--- config.mk ---
export PLATFORM = sky130hd
export DESIGN_NAME = scr_config_regs
export DESIGN_NICKNAME = d
export VERILOG_FILES = /design/src/scr_pkg.sv /design/src/scr_soft_reset_seq.sv /design/src/scr_config_regs.sv
export VERILOG_INCLUDE_DIRS = /design/src
export SDC_FILE = /design/constraint.sdc
export NUM_CORES = 1
export LEC_CHECK = 0
export ABC_AREA = 0
export BUFFER_PORTS_ARGS = -buffer_cell sky130_fd_sc_hd__buf_4
export CELL_PAD_IN_SITES_DETAIL_PLACEMENT = 1
export CELL_PAD_IN_SITES_GLOBAL_PLACEMENT = 1
export CORE_ASPECT_RATIO = 2
export CORE_UTILIZATION = 44
export DETAILED_ROUTE_END_ITERATION = 12
export PLACE_DENSITY_LB_ADDON = 0.1
export SLEW_MARGIN = 20
export SYNTH_ARGS = -nofsm -noshare
export SYNTH_HDL_FRONTEND = slang
export SYNTH_SLANG_ARGS = --single-unit
--- constraint.sdc ---
create_clock -name clk_sys_i -period 3.25 [get_ports clk_sys_i]
set_input_delay 0 -clock clk_sys_i [delete_from_list [all_inputs] [get_ports clk_sys_i]]
set_output_delay 0 -clock clk_sys_i [all_outputs]
set_load 0.1 [all_outputs]
--- src/scr_regs.svh ---
// offsets, reset values, field masks and timing of the sensor config bank
`ifndef SCR_REGS_SVH
`define SCR_REGS_SVH

// ----------------------------------------------------------------------
// group selection and soft reset
// ----------------------------------------------------------------------
`define SCR_O_GRP     8'h03
`define SCR_R_GRP     8'h00
`define SCR_GROUP_A   8'h00
`define SCR_O_SRST    8'h20
`define SCR_SRST_BIT  0

// ----------------------------------------------------------------------
// offsets of the group A bank
// ----------------------------------------------------------------------
`define SCR_O_FLIP    8'h05
`define SCR_O_LLH     8'h06
`define SCR_O_LLL     8'h07
`define SCR_O_FLH     8'h08
`define SCR_O_FLL     8'h09
`define SCR_O_SER     8'h1a
`define SCR_O_PAD1    8'h23
`define SCR_O_PAD2    8'h24
`define SCR_O_PAD3    8'h25
`define SCR_O_PAD4    8'h26
`define SCR_O_PAD5    8'h27
`define SCR_O_SYN     8'h4e
`define SCR_O_TGM     8'h51
`define SCR_O_TGD     8'h52
`define SCR_O_LKM     8'h53
`define SCR_O_LKD     8'h54
`define SCR_O_DIV1    8'h56
`define SCR_O_DIV2    8'h57
`define SCR_O_DIV3    8'h58
`define SCR_O_BEH     8'h63
`define SCR_O_BEL     8'h64
`define SCR_O_BSH     8'h65
`define SCR_O_BSL     8'h66
`define SCR_O_AEH     8'h67
`define SCR_O_AEL     8'h68
`define SCR_O_ASH     8'h69
`define SCR_O_ASL     8'h6a

// ----------------------------------------------------------------------
// reset values
// ----------------------------------------------------------------------
`define SCR_R_FLIP    8'h00
`define SCR_R_LLH     8'h08
`define SCR_R_LLL     8'h97
`define SCR_R_FLH     8'h04
`define SCR_R_FLL     8'h7c
`define SCR_R_SER     8'h50
`define SCR_R_PAD1    8'h60
`define SCR_R_PADX    8'h00
`define SCR_R_SYN     8'h7a
`define SCR_R_MUL     8'h2c
`define SCR_R_DIVF    8'h04
`define SCR_R_DIV1    8'h20
`define SCR_R_DIV2    8'h50
`define SCR_R_DIV3    8'hf3
`define SCR_R_BEH     8'h0b
`define SCR_R_BEL     8'h60
`define SCR_R_BSH     8'h0a
`define SCR_R_BSL     8'hb0
`define SCR_R_AEH     8'h09
`define SCR_R_AEL     8'hd0
`define SCR_R_ASH     8'h08
`define SCR_R_ASL     8'h00

// ----------------------------------------------------------------------
// field masks and timing
// ----------------------------------------------------------------------
`define SCR_M_FULL    8'hff
`define SCR_M_W5      8'h1f
`define SCR_M_W4      8'h0f
`define SCR_M_W2      8'h03
`define SCR_CLK_NS    8
`define SCR_SRST_NS   800
`define SCR_SRST_CYC  ((`SCR_SRST_NS + `SCR_CLK_NS - 1) / `SCR_CLK_NS)

`endif

--- src/scr_pkg.sv ---
// types shared by the sensor config bank
package scr_pkg;

    // --------------------------------------------------------------------
    // soft reset sequencer states, gray along idle-hold-done
    // --------------------------------------------------------------------
    typedef enum logic [1:0] {
        SCR_IDLE = 2'b00,
        SCR_HOLD = 2'b01,
        SCR_DONE = 2'b11
    } scr_srst_e;

    typedef logic [7:0] scr_byte_t;

endpackage : scr_pkg

--- src/scr_soft_reset_seq.sv ---
// self-clearing software reset sequencer
`timescale 1ns/1ps
`include "scr_regs.svh"

module scr_soft_reset_seq (
    // clock and reset
    input  logic clk_sys_i,
    input  logic resetn_i,
    // request from the register bank
    input  logic start_i,
    // state towards the bank and the device
    output logic busy_o,
    output logic soft_reset_o
);

    localparam logic [7:0] HOLD_CYC = 8'(`SCR_SRST_CYC);

    scr_pkg::scr_srst_e state;
    scr_pkg::scr_srst_e next_state;
    logic [7:0]         cnt;
    logic [7:0]         next_cnt;

    // a start seen in the done cycle restarts the hold, set wins
    always_comb begin
        next_state = state;
        next_cnt   = cnt;
        unique case (state)
            scr_pkg::SCR_IDLE: begin
                next_cnt = 8'h00;
                if (start_i) next_state = scr_pkg::SCR_HOLD;
            end
            scr_pkg::SCR_HOLD: begin
                next_cnt = cnt + 8'h01;
                if (cnt == HOLD_CYC - 8'h01) next_state = scr_pkg::SCR_DONE;
            end
            scr_pkg::SCR_DONE: begin
                next_cnt = 8'h00;
                next_state = start_i ? scr_pkg::SCR_HOLD
                                     : scr_pkg::SCR_IDLE;
            end
            default: begin
                next_cnt   = 8'h00;
                next_state = scr_pkg::SCR_IDLE;
            end
        endcase
    end

    always_ff @(posedge clk_sys_i or negedge resetn_i) begin
        if (!resetn_i) begin
            state <= scr_pkg::SCR_IDLE;
            cnt   <= 8'h00;
        end else begin
            state <= next_state;
            cnt   <= next_cnt;
        end
    end

    assign busy_o       = (state != scr_pkg::SCR_IDLE);
    assign soft_reset_o = (state == scr_pkg::SCR_HOLD);

endmodule : scr_soft_reset_seq

--- src/scr_config_regs.sv ---
// group A configuration register bank of the image sensor core
// Function
// - an 8-bit group selector at 03 picks the group later accesses reach and resets to zero.
// - the flip field at 05 gives vertical inversion on bit 1 and horizontal on bit 0, both clear at reset.
// - writing one to bit 0 of 20 starts a soft reset and the bit clears itself when it completes.
// - the timing synthesizer takes its multiplier from 51 and its 5-bit divider from 52.
// - the link synthesizer takes its multiplier from 53 and its 5-bit divider from 54.
// - each 12-bit sync code joins a 4-bit high field with the 8-bit low byte at the next address.
`timescale 1ns/1ps
`include "scr_regs.svh"

module scr_config_regs (
    // clock and reset
    input  logic        clk_sys_i,
    input  logic        resetn_i,
    // register port
    input  logic [7:0]  addr_i,
    input  logic [7:0]  wdata_i,
    input  logic        wr_i,
    input  logic        rd_i,
    output logic [7:0]  rdata_o,
    // group and reset
    output logic [7:0]  group_select_o,
    output logic        soft_reset_o,
    // image geometry
    output logic        vflip_o,
    output logic        hflip_o,
    output logic [12:0] line_length_o,
    output logic [12:0] frame_lines_o,
    // control port and pads
    output logic [7:0]  serial_port_ctrl_o,
    output logic [7:0]  pad_config_1_o,
    output logic [7:0]  pad_config_2_o,
    output logic [7:0]  pad_config_3_o,
    output logic [7:0]  pad_config_4_o,
    output logic [7:0]  pad_config_5_o,
    // clock synthesizers and dividers
    output logic [7:0]  clock_synth_ctrl_o,
    output logic [7:0]  timing_synth_multiplier_o,
    output logic [4:0]  timing_synth_divider_o,
    output logic [7:0]  link_synth_multiplier_o,
    output logic [4:0]  link_synth_divider_o,
    output logic [7:0]  clock_divider_1_o,
    output logic [7:0]  clock_divider_2_o,
    output logic [7:0]  clock_divider_3_o,
    // sync codes
    output logic [11:0] blank_end_code_o,
    output logic [11:0] blank_start_code_o,
    output logic [11:0] active_end_code_o,
    output logic [11:0] active_start_code_o
);

    // ------------------------------------------------------------------
    // slot numbers of the bank storage
    // ------------------------------------------------------------------
    localparam int NSLOT = 27;

    localparam logic [4:0] S_FLIP = 5'd0;
    localparam logic [4:0] S_LLH  = 5'd1;
    localparam logic [4:0] S_LLL  = 5'd2;
    localparam logic [4:0] S_FLH  = 5'd3;
    localparam logic [4:0] S_FLL  = 5'd4;
    localparam logic [4:0] S_SER  = 5'd5;
    localparam logic [4:0] S_PAD1 = 5'd6;
    localparam logic [4:0] S_PAD2 = 5'd7;
    localparam logic [4:0] S_PAD3 = 5'd8;
    localparam logic [4:0] S_PAD4 = 5'd9;
    localparam logic [4:0] S_PAD5 = 5'd10;
    localparam logic [4:0] S_SYN  = 5'd11;
    localparam logic [4:0] S_TGM  = 5'd12;
    localparam logic [4:0] S_TGD  = 5'd13;
    localparam logic [4:0] S_LKM  = 5'd14;
    localparam logic [4:0] S_LKD  = 5'd15;
    localparam logic [4:0] S_DIV1 = 5'd16;
    localparam logic [4:0] S_DIV2 = 5'd17;
    localparam logic [4:0] S_DIV3 = 5'd18;
    localparam logic [4:0] S_BEH  = 5'd19;
    localparam logic [4:0] S_BEL  = 5'd20;
    localparam logic [4:0] S_BSH  = 5'd21;
    localparam logic [4:0] S_BSL  = 5'd22;
    localparam logic [4:0] S_AEH  = 5'd23;
    localparam logic [4:0] S_AEL  = 5'd24;
    localparam logic [4:0] S_ASH  = 5'd25;
    localparam logic [4:0] S_ASL  = 5'd26;

    // ------------------------------------------------------------------
    // address to slot, hit flag in the top bit
    // ------------------------------------------------------------------
    function automatic logic [5:0] slot_of(input logic [7:0] a);
        logic [5:0] s;
        s = 6'h00;
        case (a)
            `SCR_O_FLIP: s = {1'b1, S_FLIP};
            `SCR_O_LLH:  s = {1'b1, S_LLH};
            `SCR_O_LLL:  s = {1'b1, S_LLL};
            `SCR_O_FLH:  s = {1'b1, S_FLH};
            `SCR_O_FLL:  s = {1'b1, S_FLL};
            `SCR_O_SER:  s = {1'b1, S_SER};
            `SCR_O_PAD1: s = {1'b1, S_PAD1};
            `SCR_O_PAD2: s = {1'b1, S_PAD2};
            `SCR_O_PAD3: s = {1'b1, S_PAD3};
            `SCR_O_PAD4: s = {1'b1, S_PAD4};
            `SCR_O_PAD5: s = {1'b1, S_PAD5};
            `SCR_O_SYN:  s = {1'b1, S_SYN};
            `SCR_O_TGM:  s = {1'b1, S_TGM};
            `SCR_O_TGD:  s = {1'b1, S_TGD};
            `SCR_O_LKM:  s = {1'b1, S_LKM};
            `SCR_O_LKD:  s = {1'b1, S_LKD};
            `SCR_O_DIV1: s = {1'b1, S_DIV1};
            `SCR_O_DIV2: s = {1'b1, S_DIV2};
            `SCR_O_DIV3: s = {1'b1, S_DIV3};
            `SCR_O_BEH:  s = {1'b1, S_BEH};
            `SCR_O_BEL:  s = {1'b1, S_BEL};
            `SCR_O_BSH:  s = {1'b1, S_BSH};
            `SCR_O_BSL:  s = {1'b1, S_BSL};
            `SCR_O_AEH:  s = {1'b1, S_AEH};
            `SCR_O_AEL:  s = {1'b1, S_AEL};
            `SCR_O_ASH:  s = {1'b1, S_ASH};
            `SCR_O_ASL:  s = {1'b1, S_ASL};
            default:     s = 6'h00;
        endcase
        return s;
    endfunction : slot_of

    // ------------------------------------------------------------------
    // reset value of each slot
    // ------------------------------------------------------------------
    function automatic scr_pkg::scr_byte_t slot_reset(input logic [4:0] i);
        scr_pkg::scr_byte_t r;
        r = `SCR_R_PADX;
        case (i)
            S_FLIP:  r = `SCR_R_FLIP;
            S_LLH:   r = `SCR_R_LLH;
            S_LLL:   r = `SCR_R_LLL;
            S_FLH:   r = `SCR_R_FLH;
            S_FLL:   r = `SCR_R_FLL;
            S_SER:   r = `SCR_R_SER;
            S_PAD1:  r = `SCR_R_PAD1;
            S_SYN:   r = `SCR_R_SYN;
            S_TGM:   r = `SCR_R_MUL;
            S_TGD:   r = `SCR_R_DIVF;
            S_LKM:   r = `SCR_R_MUL;
            S_LKD:   r = `SCR_R_DIVF;
            S_DIV1:  r = `SCR_R_DIV1;
            S_DIV2:  r = `SCR_R_DIV2;
            S_DIV3:  r = `SCR_R_DIV3;
            S_BEH:   r = `SCR_R_BEH;
            S_BEL:   r = `SCR_R_BEL;
            S_BSH:   r = `SCR_R_BSH;
            S_BSL:   r = `SCR_R_BSL;
            S_AEH:   r = `SCR_R_AEH;
            S_AEL:   r = `SCR_R_AEL;
            S_ASH:   r = `SCR_R_ASH;
            S_ASL:   r = `SCR_R_ASL;
            default: r = `SCR_R_PADX;
        endcase
        return r;
    endfunction : slot_reset

    // ------------------------------------------------------------------
    // implemented bits of each slot, the rest read as zero
    // ------------------------------------------------------------------
    function automatic scr_pkg::scr_byte_t slot_mask(input logic [4:0] i);
        scr_pkg::scr_byte_t m;
        m = `SCR_M_FULL;
        case (i)
            S_FLIP:  m = `SCR_M_W2;
            S_LLH:   m = `SCR_M_W5;
            S_FLH:   m = `SCR_M_W5;
            S_TGD:   m = `SCR_M_W5;
            S_LKD:   m = `SCR_M_W5;
            S_BEH:   m = `SCR_M_W4;
            S_BSH:   m = `SCR_M_W4;
            S_AEH:   m = `SCR_M_W4;
            S_ASH:   m = `SCR_M_W4;
            default: m = `SCR_M_FULL;
        endcase
        return m;
    endfunction : slot_mask

    // ------------------------------------------------------------------
    // decode
    // ------------------------------------------------------------------
    logic [7:0]         group_select;
    scr_pkg::scr_byte_t cfg [NSLOT];
    logic [7:0]         next_rdata;
    logic               srst_busy;

    wire        grp_a    = (group_select == `SCR_GROUP_A);
    wire        grp_hit  = (addr_i == `SCR_O_GRP);
    wire        srst_hit = grp_a && (addr_i == `SCR_O_SRST);
    wire [5:0]  slot     = slot_of(addr_i);
    wire        bank_hit = grp_a && slot[5];
    wire [4:0]  slot_idx = slot[4:0];
    wire        srst_go  = wr_i && srst_hit && wdata_i[`SCR_SRST_BIT];

    // ------------------------------------------------------------------
    // group selector, reachable from every group
    // ------------------------------------------------------------------
    always_ff @(posedge clk_sys_i or negedge resetn_i) begin
        if (!resetn_i) begin
            group_select <= `SCR_R_GRP;
        end else if (wr_i && grp_hit) begin
            group_select <= wdata_i;
        end
    end

    // ------------------------------------------------------------------
    // bank storage
    // ------------------------------------------------------------------
    for (genvar g = 0; g < NSLOT; g++) begin : g_slot
        localparam logic [4:0] IDX = 5'(g);
        localparam scr_pkg::scr_byte_t RV = slot_reset(IDX);
        localparam scr_pkg::scr_byte_t MK = slot_mask(IDX);
        wire hit = wr_i && bank_hit && (slot_idx == IDX);

        always_ff @(posedge clk_sys_i or negedge resetn_i) begin
            if (!resetn_i) begin
                cfg[g] <= RV;
            end else if (hit) begin
                cfg[g] <= wdata_i & MK;
            end
        end
    end

    // ------------------------------------------------------------------
    // soft reset
    // ------------------------------------------------------------------
    scr_soft_reset_seq u_srst (
        .clk_sys_i    (clk_sys_i),
        .resetn_i     (resetn_i),
        .start_i      (srst_go),
        .busy_o       (srst_busy),
        .soft_reset_o (soft_reset_o)
    );

    // ------------------------------------------------------------------
    // read path, data valid the cycle after the strobe only
    // ------------------------------------------------------------------
    wire [7:0] srst_rd  = {7'h00, srst_busy};
    wire [7:0] bank_rd  = cfg[slot_idx];
    wire [7:0] sel_rd   = grp_hit  ? group_select :
                          srst_hit ? srst_rd      :
                          bank_hit ? bank_rd      : 8'h00;

    assign next_rdata = rd_i ? sel_rd : 8'h00;

    always_ff @(posedge clk_sys_i or negedge resetn_i) begin
        if (!resetn_i) begin
            rdata_o <= 8'h00;
        end else begin
            rdata_o <= next_rdata;
        end
    end

    // ------------------------------------------------------------------
    // configuration outputs
    // ------------------------------------------------------------------
    assign group_select_o = group_select;

    assign vflip_o = cfg[S_FLIP][1];
    assign hflip_o = cfg[S_FLIP][0];

    // the host must keep both above the active window
    assign line_length_o = {cfg[S_LLH][4:0], cfg[S_LLL]};
    assign frame_lines_o = {cfg[S_FLH][4:0], cfg[S_FLL]};

    assign serial_port_ctrl_o = cfg[S_SER];
    assign pad_config_1_o     = cfg[S_PAD1];
    assign pad_config_2_o     = cfg[S_PAD2];
    assign pad_config_3_o     = cfg[S_PAD3];
    assign pad_config_4_o     = cfg[S_PAD4];
    assign pad_config_5_o     = cfg[S_PAD5];

    assign clock_synth_ctrl_o        = cfg[S_SYN];
    assign timing_synth_multiplier_o = cfg[S_TGM];
    assign timing_synth_divider_o    = cfg[S_TGD][4:0];
    assign link_synth_multiplier_o   = cfg[S_LKM];
    assign link_synth_divider_o      = cfg[S_LKD][4:0];
    assign clock_divider_1_o         = cfg[S_DIV1];
    assign clock_divider_2_o         = cfg[S_DIV2];
    assign clock_divider_3_o         = cfg[S_DIV3];

    assign blank_end_code_o    = {cfg[S_BEH][3:0], cfg[S_BEL]};
    assign blank_start_code_o  = {cfg[S_BSH][3:0], cfg[S_BSL]};
    assign active_end_code_o   = {cfg[S_AEH][3:0], cfg[S_AEL]};
    assign active_start_code_o = {cfg[S_ASH][3:0], cfg[S_ASL]};

endmodule : scr_config_regs

Word-level counts from Yosys, hierarchy flattened:

Memory sizes are Yosys's and may differ from the RTL's.
Index checks and enable logic that the tools add are counted.
W data, S select, Z words.

* add/subtract/negate cells: 1
* $mul: 0
* div/mod/pow operators: 0
* $lt $le $gt $ge: 1
* equality and inequality tests: 33
* shifts and indexed selects: 0
* multiplexer cells: 13
* bitwise gates (word level): 1
* reduce and logical (&&, ||, !) cells: 38

Operators by type and width (number)
* $mux W8: 7
* $eq A5 B5 Y1 const B: 11
* $bmux W8 S5: 1
* $eq A5 B4 Y1 const B: 8
* $logic_and A1 B1 Y1: 33
* $eq A5 B3 Y1 const B: 4
* $eq A5 B2 Y1 const B: 2
* $add A8 B1 Y8 const B: 1
* $eq A8 B2 Y1 const B: 1
* $eq A8 B6 Y1 const B: 1
* $eq A8 B7 Y1 const B: 1
* $logic_not A8 Y1: 1
* $ge A6 B6 Y1 const B: 1
* $mux W6: 1
* $not A5 Y6: 1
* $pmux W2 S3: 1
* $eq A5 B1 Y1 const B: 1
* $logic_not A5 Y1: 1
* $mux W2: 2
* $ne A2 B1 Y1 const B: 2
* $eq A2 B1 Y1 const B: 1
* $eq A2 B2 Y1 const B: 1
* $logic_not A2 Y1: 1
* $reduce_and A2 Y1: 1
* 2 further kinds: 2

* register bits after elaboration: 208
* bits in latches: 0
* bits in writable memories: 0
* memory bits (read-only): 768
* input bits: 20
* logic and storage cells: 119
* memories kept: 1

Memories
* (name not given): words 128, width 6, rd ports 1, clocked after memory_dff 0, wr ports 0, RTL line scr_config_regs.sv:92 `case (a)`

Depth between registers and ports, before layout:

Gate-level depths: netlist of run 1.
An unclocked memory read counts as a cell.

* depth in word-level cells: 10
* mapped depth: 14

Cells and area by module:

From an unflattened synthesis of run 1, not the netlist that was laid out.

* cell total of the unflattened synthesis: 843
* area total of the unflattened synthesis: 10681.5 µm²

Modules (own cells, without submodules)
* scr_config_regs: times used 1, cells each 798, area each 10224.8 µm², sequential area each 5022.3 µm²
* scr_soft_reset_seq: times used 1, cells each 45, area each 456.7 µm², sequential area each 250.2 µm²

Least setup slack after synthesis of run 1:

OpenSTA, ideal clock, no wires.

* path type: flip-flop to flip-flop
* start point: reg group_select[4], in the netlist group_select_o[4]
* end point: reg cfg, in the netlist frame_lines_o[11]
* library setup time: 126 ps
* arrival: 2962 ps
* data required time: 3124 ps
* setup slack: 162 ps
* cell stages (with the launch flop): 10
* path buffers: 0
* path through: dfrtp_1 or4_1 nor2_1 nand2_1 a311oi_2 nand2_1 nor2_2 nand3_2 nor2_2 mux2_2

* longest elaborated chain between the ends: 4

RTL lines
* from (decl): RTL line scr_config_regs.sv:184 `logic [7:0] group_select;`
* from (signal assigned): RTL line scr_config_regs.sv:202 `` group_select <= `SCR_R_GRP; ``
* from (signal assigned): RTL line scr_config_regs.sv:204 `group_select <= wdata_i;`
* $logic_not A8 Y1 (no line)
* $logic_and A1 B1 Y1: RTL line scr_config_regs.sv:193 `wire bank_hit = grp_a && slot[5];`
* $logic_and A1 B1 Y1 (2 in a row): RTL line scr_config_regs.sv:215 `wire hit = wr_i && bank_hit && (slot_idx == IDX);`
* to (signal, indexed assignment): RTL line scr_config_regs.sv:221 `cfg[g] <= wdata_i & MK;`
* to (decl): RTL line scr_config_regs.sv:185 `scr_pkg::scr_byte_t cfg [NSLOT];`

Every way passes these cells.
A chain may end at the register's enable or synchronous reset.

Final worst setup path of run 1:

* start point: reg group_select[7], in the netlist group_select_o[7]
* end point: reg cfg, in the netlist pad_config_2_o[0]

The elaborated chain is that of the path after synthesis.

==> results.py, run 1 <==
metrics = {
    "power": {
        "total_power_mw": 7.03,
        "powerDensity_mw_per_mm2": 514,
        "peakVddDrop_uv": 467,
        "p_leak_nw": 6.50,
    },
    "logic_synthesis": {
        "postSynthAreaPerCell_sq_um": 11.8,
        "synth_top_family_by_area": "multiplexers",
        "seq_area_frac_synth": 0.498,
        "syn-num-nets": 923,
        "synth_ff_type": "dfrtp_1",
        "synth-simple-area-share": 0.124,
        "synth_xor_area_frac": 0.00496,
        "yosys.area.top_type_share": 0.364,
        "synth_edf_count": 0,
        "synth_fa_ha_area_frac": 0.0104,
        "syn_inst": 895,
        "ys_async_sr_fraction": 1.00,
        "synth-seq-cells": 208,
        "yosys.cell_types.count": 75,
        "muxShareOfSynthArea": 0.250,
        "netlist_area_sq_mm": 0.0106,
        "synth_compound_area_frac": 0.0820,
        "yosys.area.top_type": "dfrtp_1",
        "yosys_warnings": 0,
        "synth_area_leaders": "dfrtp_1, mux2_2, dfstp_2",
    },
    "cells_and_area": {
        "diodes": 0,
        "fin_area_sq_mm": 0.0137,
        "fin_nets": 1171,
        "layout_commonest_cell": "buf_4",
        "final_cell_mix": "buf_4, mux2_2, dfrtp_1",
        "syn_to_final_growth_pct": 29.3,
        "layout-drive-gt1-share": 0.500,
        "final_util": 0.577,
    },
    "sta": {
        "maxSlewViolCount": 0,
        "fin_crit_ns": 3.10,
        "worst_pin_slew_ns": 0.840,
        "clock_skew_ns": 0.0183,
        "slew_headroom": 0.438,
        "setup_viol": 0,
        "rsz0062_at_grt": "no",
        "fmax_mhz": 323,
        "hold_viol": 0,
        "fin_crit_sh": 0.954,
    },
    "outcome": {
        "violations": "DRC",
        "outcome": "complete, but fails checks",
    },
    "floorplan": {
        "core_sq_mm": 0.0237,
        "pin_count": 219,
        "die-area_sq_mm": 0.0247,
        "initial_utilization": 0.446,
        "die_y_um": 221,
        "die_width_um": 112,
        "rows": 80,
    },
    "clocking": {
        "cts_tree": "built",
        "cts_buffer_depth": 3,
        "cts-htree-levels": 1,
        "cts_buffers": 20,
        "cts_sinks": 208,
        "clock_latency_ns": 0.51,
        "cts-root-buf": "clkbuf_16",
        "path_clk_slew_ns": 0.06,
    },
    "drt": {
        "finalWirelength_mm": 40.3,
        "routedWlPerCell_um": 27.9,
        "vias": 8745,
        "antenna_left": 0,
        "first_pass_iters": 9,
        "post-route-drc-count": 13,
        "vias_per_cell": 6.06,
        "drt_iter0_markers": 502,
    },
    "global_route": {
        "grt_max_degree": 84,
        "grt_pass1_wl_mm": 60.4,
        "grt_pass1_vias": 9505,
        "grt.total_usage": 0.328,
        "grt.overflow.total": 0,
        "antenna_found_initial": 0,
    },
    "setup_path": {
        "crit_type": "reg -> reg",
        "reg2regPathDepth": 10,
        "reg2reg_setup_slack_ns": 0.15,
        "startpoint_type": "register",
        "rr_startpoint": "group_select_o[7]",
        "cp_max_fo": 8,
        "cp-end-kind": "register",
        "cp.arrival_ns": 3.50,
        "required_ns": 3.65,
        "r2r-end": "pad_config_2_o[0]",
    },
    "place": {
        "dpl_cell_area_sq_mm": 0.0128,
        "gp_congestion": 0.894,
        "port_buffers": 218,
        "hpwl_mm": 29.4,
    },
    "worst_hold_path": {
        "holdPathEnd": "timing_synth_multiplier_o[3]",
        "worstHoldPathCells": 2,
        "hold_start": "wdata_i[3]",
        "holdCritPathClass": "in -> reg",
    },
    "job": {
        "cap_violations": 0,
    },
}
## worst max-delay path: stages, from the launching register on
cell	delay, ns
dfrtp_1	0.45
or4_1	0.51
nor2_1	0.16
nand2_1	0.11
a311oi_4	0.37
nand2_1	0.22
nor2_4	0.22
nand3_2	0.24
nor2_4	0.19
buf_12	0.16
mux2_2	0.35
## area by class of cell
class                           instances  area (sq um)
Clock buffer                           32           627
Inverter                                9          33.8
Sequential cell                       208          5270
Timing Repair Buffer                  284          2280
Tap cell                              287           359
Clock inverter                          4          95.1
Multi-Input combinational cell        620          5020
Fill cell                            2509         10000
## synthesized netlist by cell type (3+ instances only)
master / count
a211oi_1: 3
a21o_1: 5
a21oi_1: 34
a221oi_1: 10
a22oi_1: 4
a31oi_1: 15
and2_1: 4
and3_1: 14
buf_1: 6
buf_2: 19
buf_4: 12
clkbuf_1: 20
dfrtp_1: 154
dfstp_2: 54
ha_1: 8
inv_1: 8
mux2_1: 21
mux2_2: 181
mux2i_1: 37
nand2_1: 102
nand3_1: 24
nand3b_1: 4
nand4_1: 7
nor2_1: 23
nor2_2: 8
nor2_4: 10
nor2b_1: 3
nor3_1: 7
nor3_4: 3
o2111ai_1: 3
o21ai_0: 15
o21ai_1: 4
o221ai_1: 3
o22ai_1: 5
or3_1: 4
or4_1: 5
xor2_1: 5
## metrics by stage
stage	hold slack [ns]	TNS, ns	setup WS [ns]	std cells
6_report	0.0283	0	0.150	1444
5_1_grt	0.0312	0	0.0182	1444
4_1_cts	0.00960	0	0.0114	1442
3_5_place_dp	0.120	-0.329	-0.0465	1399
3_3_place_gp	0.106	0	0.0106	1399
2_1_floorplan	-0.296	0	0.162	895
## worst max-delay path by stage
stage,cells past startpoint,slack (ns),to,startpoint
after floorplan,9,0.16,frame_lines_o[11],group_select_o[4]
after global placement,12,0.01,pad_config_2_o[4],addr_i[0]
final,10,0.15,pad_config_2_o[0],group_select_o[7]
after global routing,10,0.02,clock_synth_ctrl_o[0],group_select_o[5]
after CTS,9,0.01,pad_config_2_o[0],group_select_o[5]
after detailed placement,12,-0.05,pad_config_2_o[0],addr_i[0]
## per-layer routing
metal | track usage | routed length, um
met4 | 0.185 | 2340
met1 | 0.362 | 14600
met5 | 0 | 0
met3 | 0.0312 | 1530
met2 | 0.606 | 21900
## what timing repair did
action | in CTS | in global routing
endpoints found under the setup margin | 0 | 36
endpoints found under the hold margin | 135 | 0
hold buffers | 7 | 0
setup buffers | 0 | 2
gates resized for setup | 0 | 5
## cell families after synthesis
kind of cell	count (synthesis)
xor+xnor	6
mux	239
simple gates	241
flops	208
buf+inv	67
compound gates	125
fa+ha+maj	9
## report_power, final
part | leakage (nW) | switching [mW] | internal [mW]
Sequential | 2.69 | 0.119 | 2.72
Combinational | 3.46 | 1.23 | 0.378
Clock | 0.354 | 1.03 | 1.56
Total | 6.50 | 2.37 | 4.66
## registers in the layout (all words and copies together) (netlist names), 2 cells and up
name	count
active_end_code_o	12
active_start_code_o	12
blank_end_code_o	12
blank_start_code_o	12
clock_divider_1_o	8
clock_divider_2_o	8
clock_divider_3_o	8
clock_synth_ctrl_o	8
frame_lines_o	13
group_select_o	8
line_length_o	13
link_synth_divider_o	5
link_synth_multiplier_o	8
pad_config_1_o	8
pad_config_2_o	8
pad_config_3_o	8
pad_config_4_o	8
pad_config_5_o	8
rdata_o	8
serial_port_ctrl_o	8
timing_synth_divider_o	5
timing_synth_multiplier_o	8
u_srst.cnt	8
u_srst.state	2
(Power assumes the default switching activity.)
==> inputs of run 2 (changes only) <==
Settings changed: ABC_AREA 0 to 1, CAP_MARGIN set to 20, CORE_UTILIZATION 44 to 40.
==> results.py, run 2 <==
metrics = {
    "floorplan": {
        "initial_utilization": 0.407,
        "pin_count": 219,
        "die-area_sq_mm": 0.0281,
        "die_width_um": 119,
        "rows": 85,
        "die_y_um": 236,
        "core_sq_mm": 0.0269,
    },
    "place": {
        "dpl_cell_area_sq_mm": 0.0129,
        "port_buffers": 218,
        "dp.cells": 1945,
        "gp_congestion": 0.885,
        "hpwl_mm": 33.3,
    },
    "cells_and_area": {
        "diodes": 0,
        "final_cells": 1986,
        "syn_to_final_growth_pct": 24.2,
        "layout_commonest_cell": "nand2_1",
        "fin_area_sq_mm": 0.0136,
        "ff_latch_area_sq_mm": 0.00527,
        "multi_input_comb_area_sq_mm": 0.00477,
        "final_cell_mix": "nand2_1, buf_4, dfrtp_1",
        "fin_nets": 1652,
        "fill_cells": 3396,
        "layout-drive-gt1-share": 0.252,
    },
    "clocking": {
        "cts_buffer_depth": 3,
        "cts-htree-levels": 1,
        "path_clk_slew_ns": 0.07,
        "clock_latency_ns": 0.54,
        "cts_resized": 0,
        "cts_sinks": 208,
        "holdBufCountCts": 4,
        "cts_tree": "built",
        "cts-root-buf": "clkbuf_16",
        "cts_buffers": 20,
        "post_cts_buffers": 0,
    },
    "logic_synthesis": {
        "syn-num-nets": 1445,
        "synth_top_family_by_area": "simple AND/OR/NAND/NOR gates",
        "synth_edf_count": 0,
        "synth_fa_ha_area_frac": 0.00915,
        "yosys.cell_types.count": 38,
        "seq_area_frac_synth": 0.482,
        "yosysMostFrequentCell": "nand2_1",
        "synth_compound_area_frac": 0.132,
        "postSynthAreaPerCell_sq_um": 7.72,
        "yosys_warnings": 0,
        "synth-simple-area-share": 0.294,
        "ys_async_sr_fraction": 1.00,
        "syn_inst": 1417,
        "netlist_area_sq_mm": 0.0109,
        "synth_commonest_cells": "nand2_1, dfrtp_1, inv_1, o21ai_1, o21ai_0",
        "yosys.area.top_type": "dfrtp_1",
        "synth_xor_area_frac": 0,
        "muxShareOfSynthArea": 0,
        "yosys.area.top_type_share": 0.352,
        "synth_area_leaders": "dfrtp_1, nand2_1, dfstp_2",
        "synth_ff_type": "dfrtp_1",
        "synth-seq-cells": 208,
    },
    "setup_path": {
        "crit_path_end": "rdata_o[2]",
        "startpoint_type": "input port",
        "rr_startpoint": "group_select_o[1]",
        "cp.arrival_ns": 3.13,
        "cp_max_fo": 20,
        "reg2reg_setup_slack_ns": 0.82,
        "crit_type": "in -> reg",
        "cp-end-kind": "register",
        "reg2regPathDepth": 8,
        "r2r-end": "active_start_code_o[8]",
        "required_ns": 3.64,
        "cp-startpoint": "addr_i[0]",
    },
    "sta": {
        "rsz0062_at_grt": "no",
        "maxSlewViolCount": 0,
        "fin_crit_sh": 0.845,
        "worst_pin_slew_ns": 1.14,
        "tns_ns": 0,
        "fin_crit_ns": 2.74,
        "setup_viol": 0,
        "slew_headroom": 0.240,
        "hold_viol": 0,
        "clock_skew_ns": 0.0309,
        "fmax_mhz": 364,
        "holdWs_ns": 0.0197,
    },
    "drt": {
        "antenna_left": 0,
        "finalWirelength_mm": 44.9,
        "post-route-drc-count": 0,
        "first_pass_iters": 8,
        "vias": 10815,
        "drt_iter0_markers": 495,
        "routedWlPerCell_um": 22.6,
        "vias_per_cell": 5.45,
    },
    "global_route": {
        "grt.overflow.total": 0,
        "antenna_found_initial": 1,
        "grt_max_degree": 108,
        "grt_pass1_wl_mm": 68.9,
        "grt_pass1_vias": 11508,
        "grt.total_usage": 0.328,
    },
    "power": {
        "powerDensity_mw_per_mm2": 560,
        "peakVddDrop_uv": 661,
        "pwr-share-comb": 0.298,
        "pwr-share-clk": 0.316,
        "p_seq_frac": 0.386,
        "p_leak_nw": 6.77,
        "power.internal_mw": 4.55,
        "power.switching_mw": 3.07,
        "switching_share": 0.403,
    },
    "job": {
        "cap_violations": 0,
    },
    "worst_hold_path": {
        "holdCritPathClass": "in -> reg",
        "worstHoldPathCells": 6,
    },
    "outcome": {
        "outcome": "complete, no violations",
    },
}
run 2: cell count changes after synthesis, moves of 15 or more:
cell / delta
o21ai_0: +93
buf_6: +15
a31oi_1: -15
nor2_1: +71
nand3_1: +30
o21ai_1: +109
mux2_1: -21
o21ai_2: +16
mux2i_1: -37
inv_1: +114
mux2_2: -181
nand2_1: +400
nand4_1: +16
run 2: power groups by stage:
stage               Combinational (mW)  Sequential (mW)  Clock (mW)
finish                            2.26             2.94        2.41
global route                      2.39             2.95        2.52
CTS                               2.27             2.94        2.44
detailed placement                2.26             2.99           0
global placement                  2.23             2.99           0
floorplan                        0.582             3.99           0
run 2: cell families after synthesis:
family,Yosys count
simple gates,734
compound gates,269
flops,208
buf+inv,198
fa+ha+maj,8
run 2: final cells by class:
cell class | count | share of cell area
clock buffer | 28 | 0.0420
sequential | 208 | 0.388
tap | 348 | 0.0320
clock inverter | 8 | 0.00635
timing repair buffer | 250 | 0.144
multi-input combinational | 1011 | 0.351
inverter | 133 | 0.0369
run 2: stage by stage:
step / setup WS [ns] / power (mW) / utilization
finish: 0.505 / 7.61 / 0.505
global route: 0.303 / 7.86 / 0.505
CTS: 0.582 / 7.65 / 0.504
detailed placement: 0.0344 / 5.24 / 0.479
global placement: 0.00682 / 5.22 / 0.479
floorplan: 0.730 / 4.58 / -
run 2: worst min-delay path by stage:
| stage | startpoint | end |
|---|---|---|
| after floorplan | resetn_i | active_end_code_o[0] |
| after global placement | resetn_i | clock_divider_3_o[2] |
| after detailed placement | resetn_i | clock_divider_1_o[3] |
| after CTS | addr_i[6] | u_srst.state[0] |
| after global routing | wdata_i[7] | clock_divider_1_o[7] |
| final | addr_i[6] | u_srst.state[0] |
run 2: worst max-delay path: stages:
cell and delay, ns:
buf_4 0.14, inv_1 0.13, ha_1 0.28, nand3_1 0.15, nand3_1 0.12, nand3_1 0.10
nand2_1 0.14, buf_4 0.32, nand2_1 0.15, nor2_4 0.30, nand2_1 0.42, nor2_1 0.20
nor2_1 0.06, nand2_1 0.08, nand2_1 0.08, nand3_1 0.09, nand2_1 0.06, nand3_1 0.19
a21oi_1 0.11
run 2: routing by layer:
layer  vias to the layer above  track usage  routed length [um]
li1                       4949            -                   -
met1                      5381        0.354               16200
met2                       340        0.605               24100
met3                       143       0.0297                1600
met4                         2        0.206                3090
met5                         -            0                  11
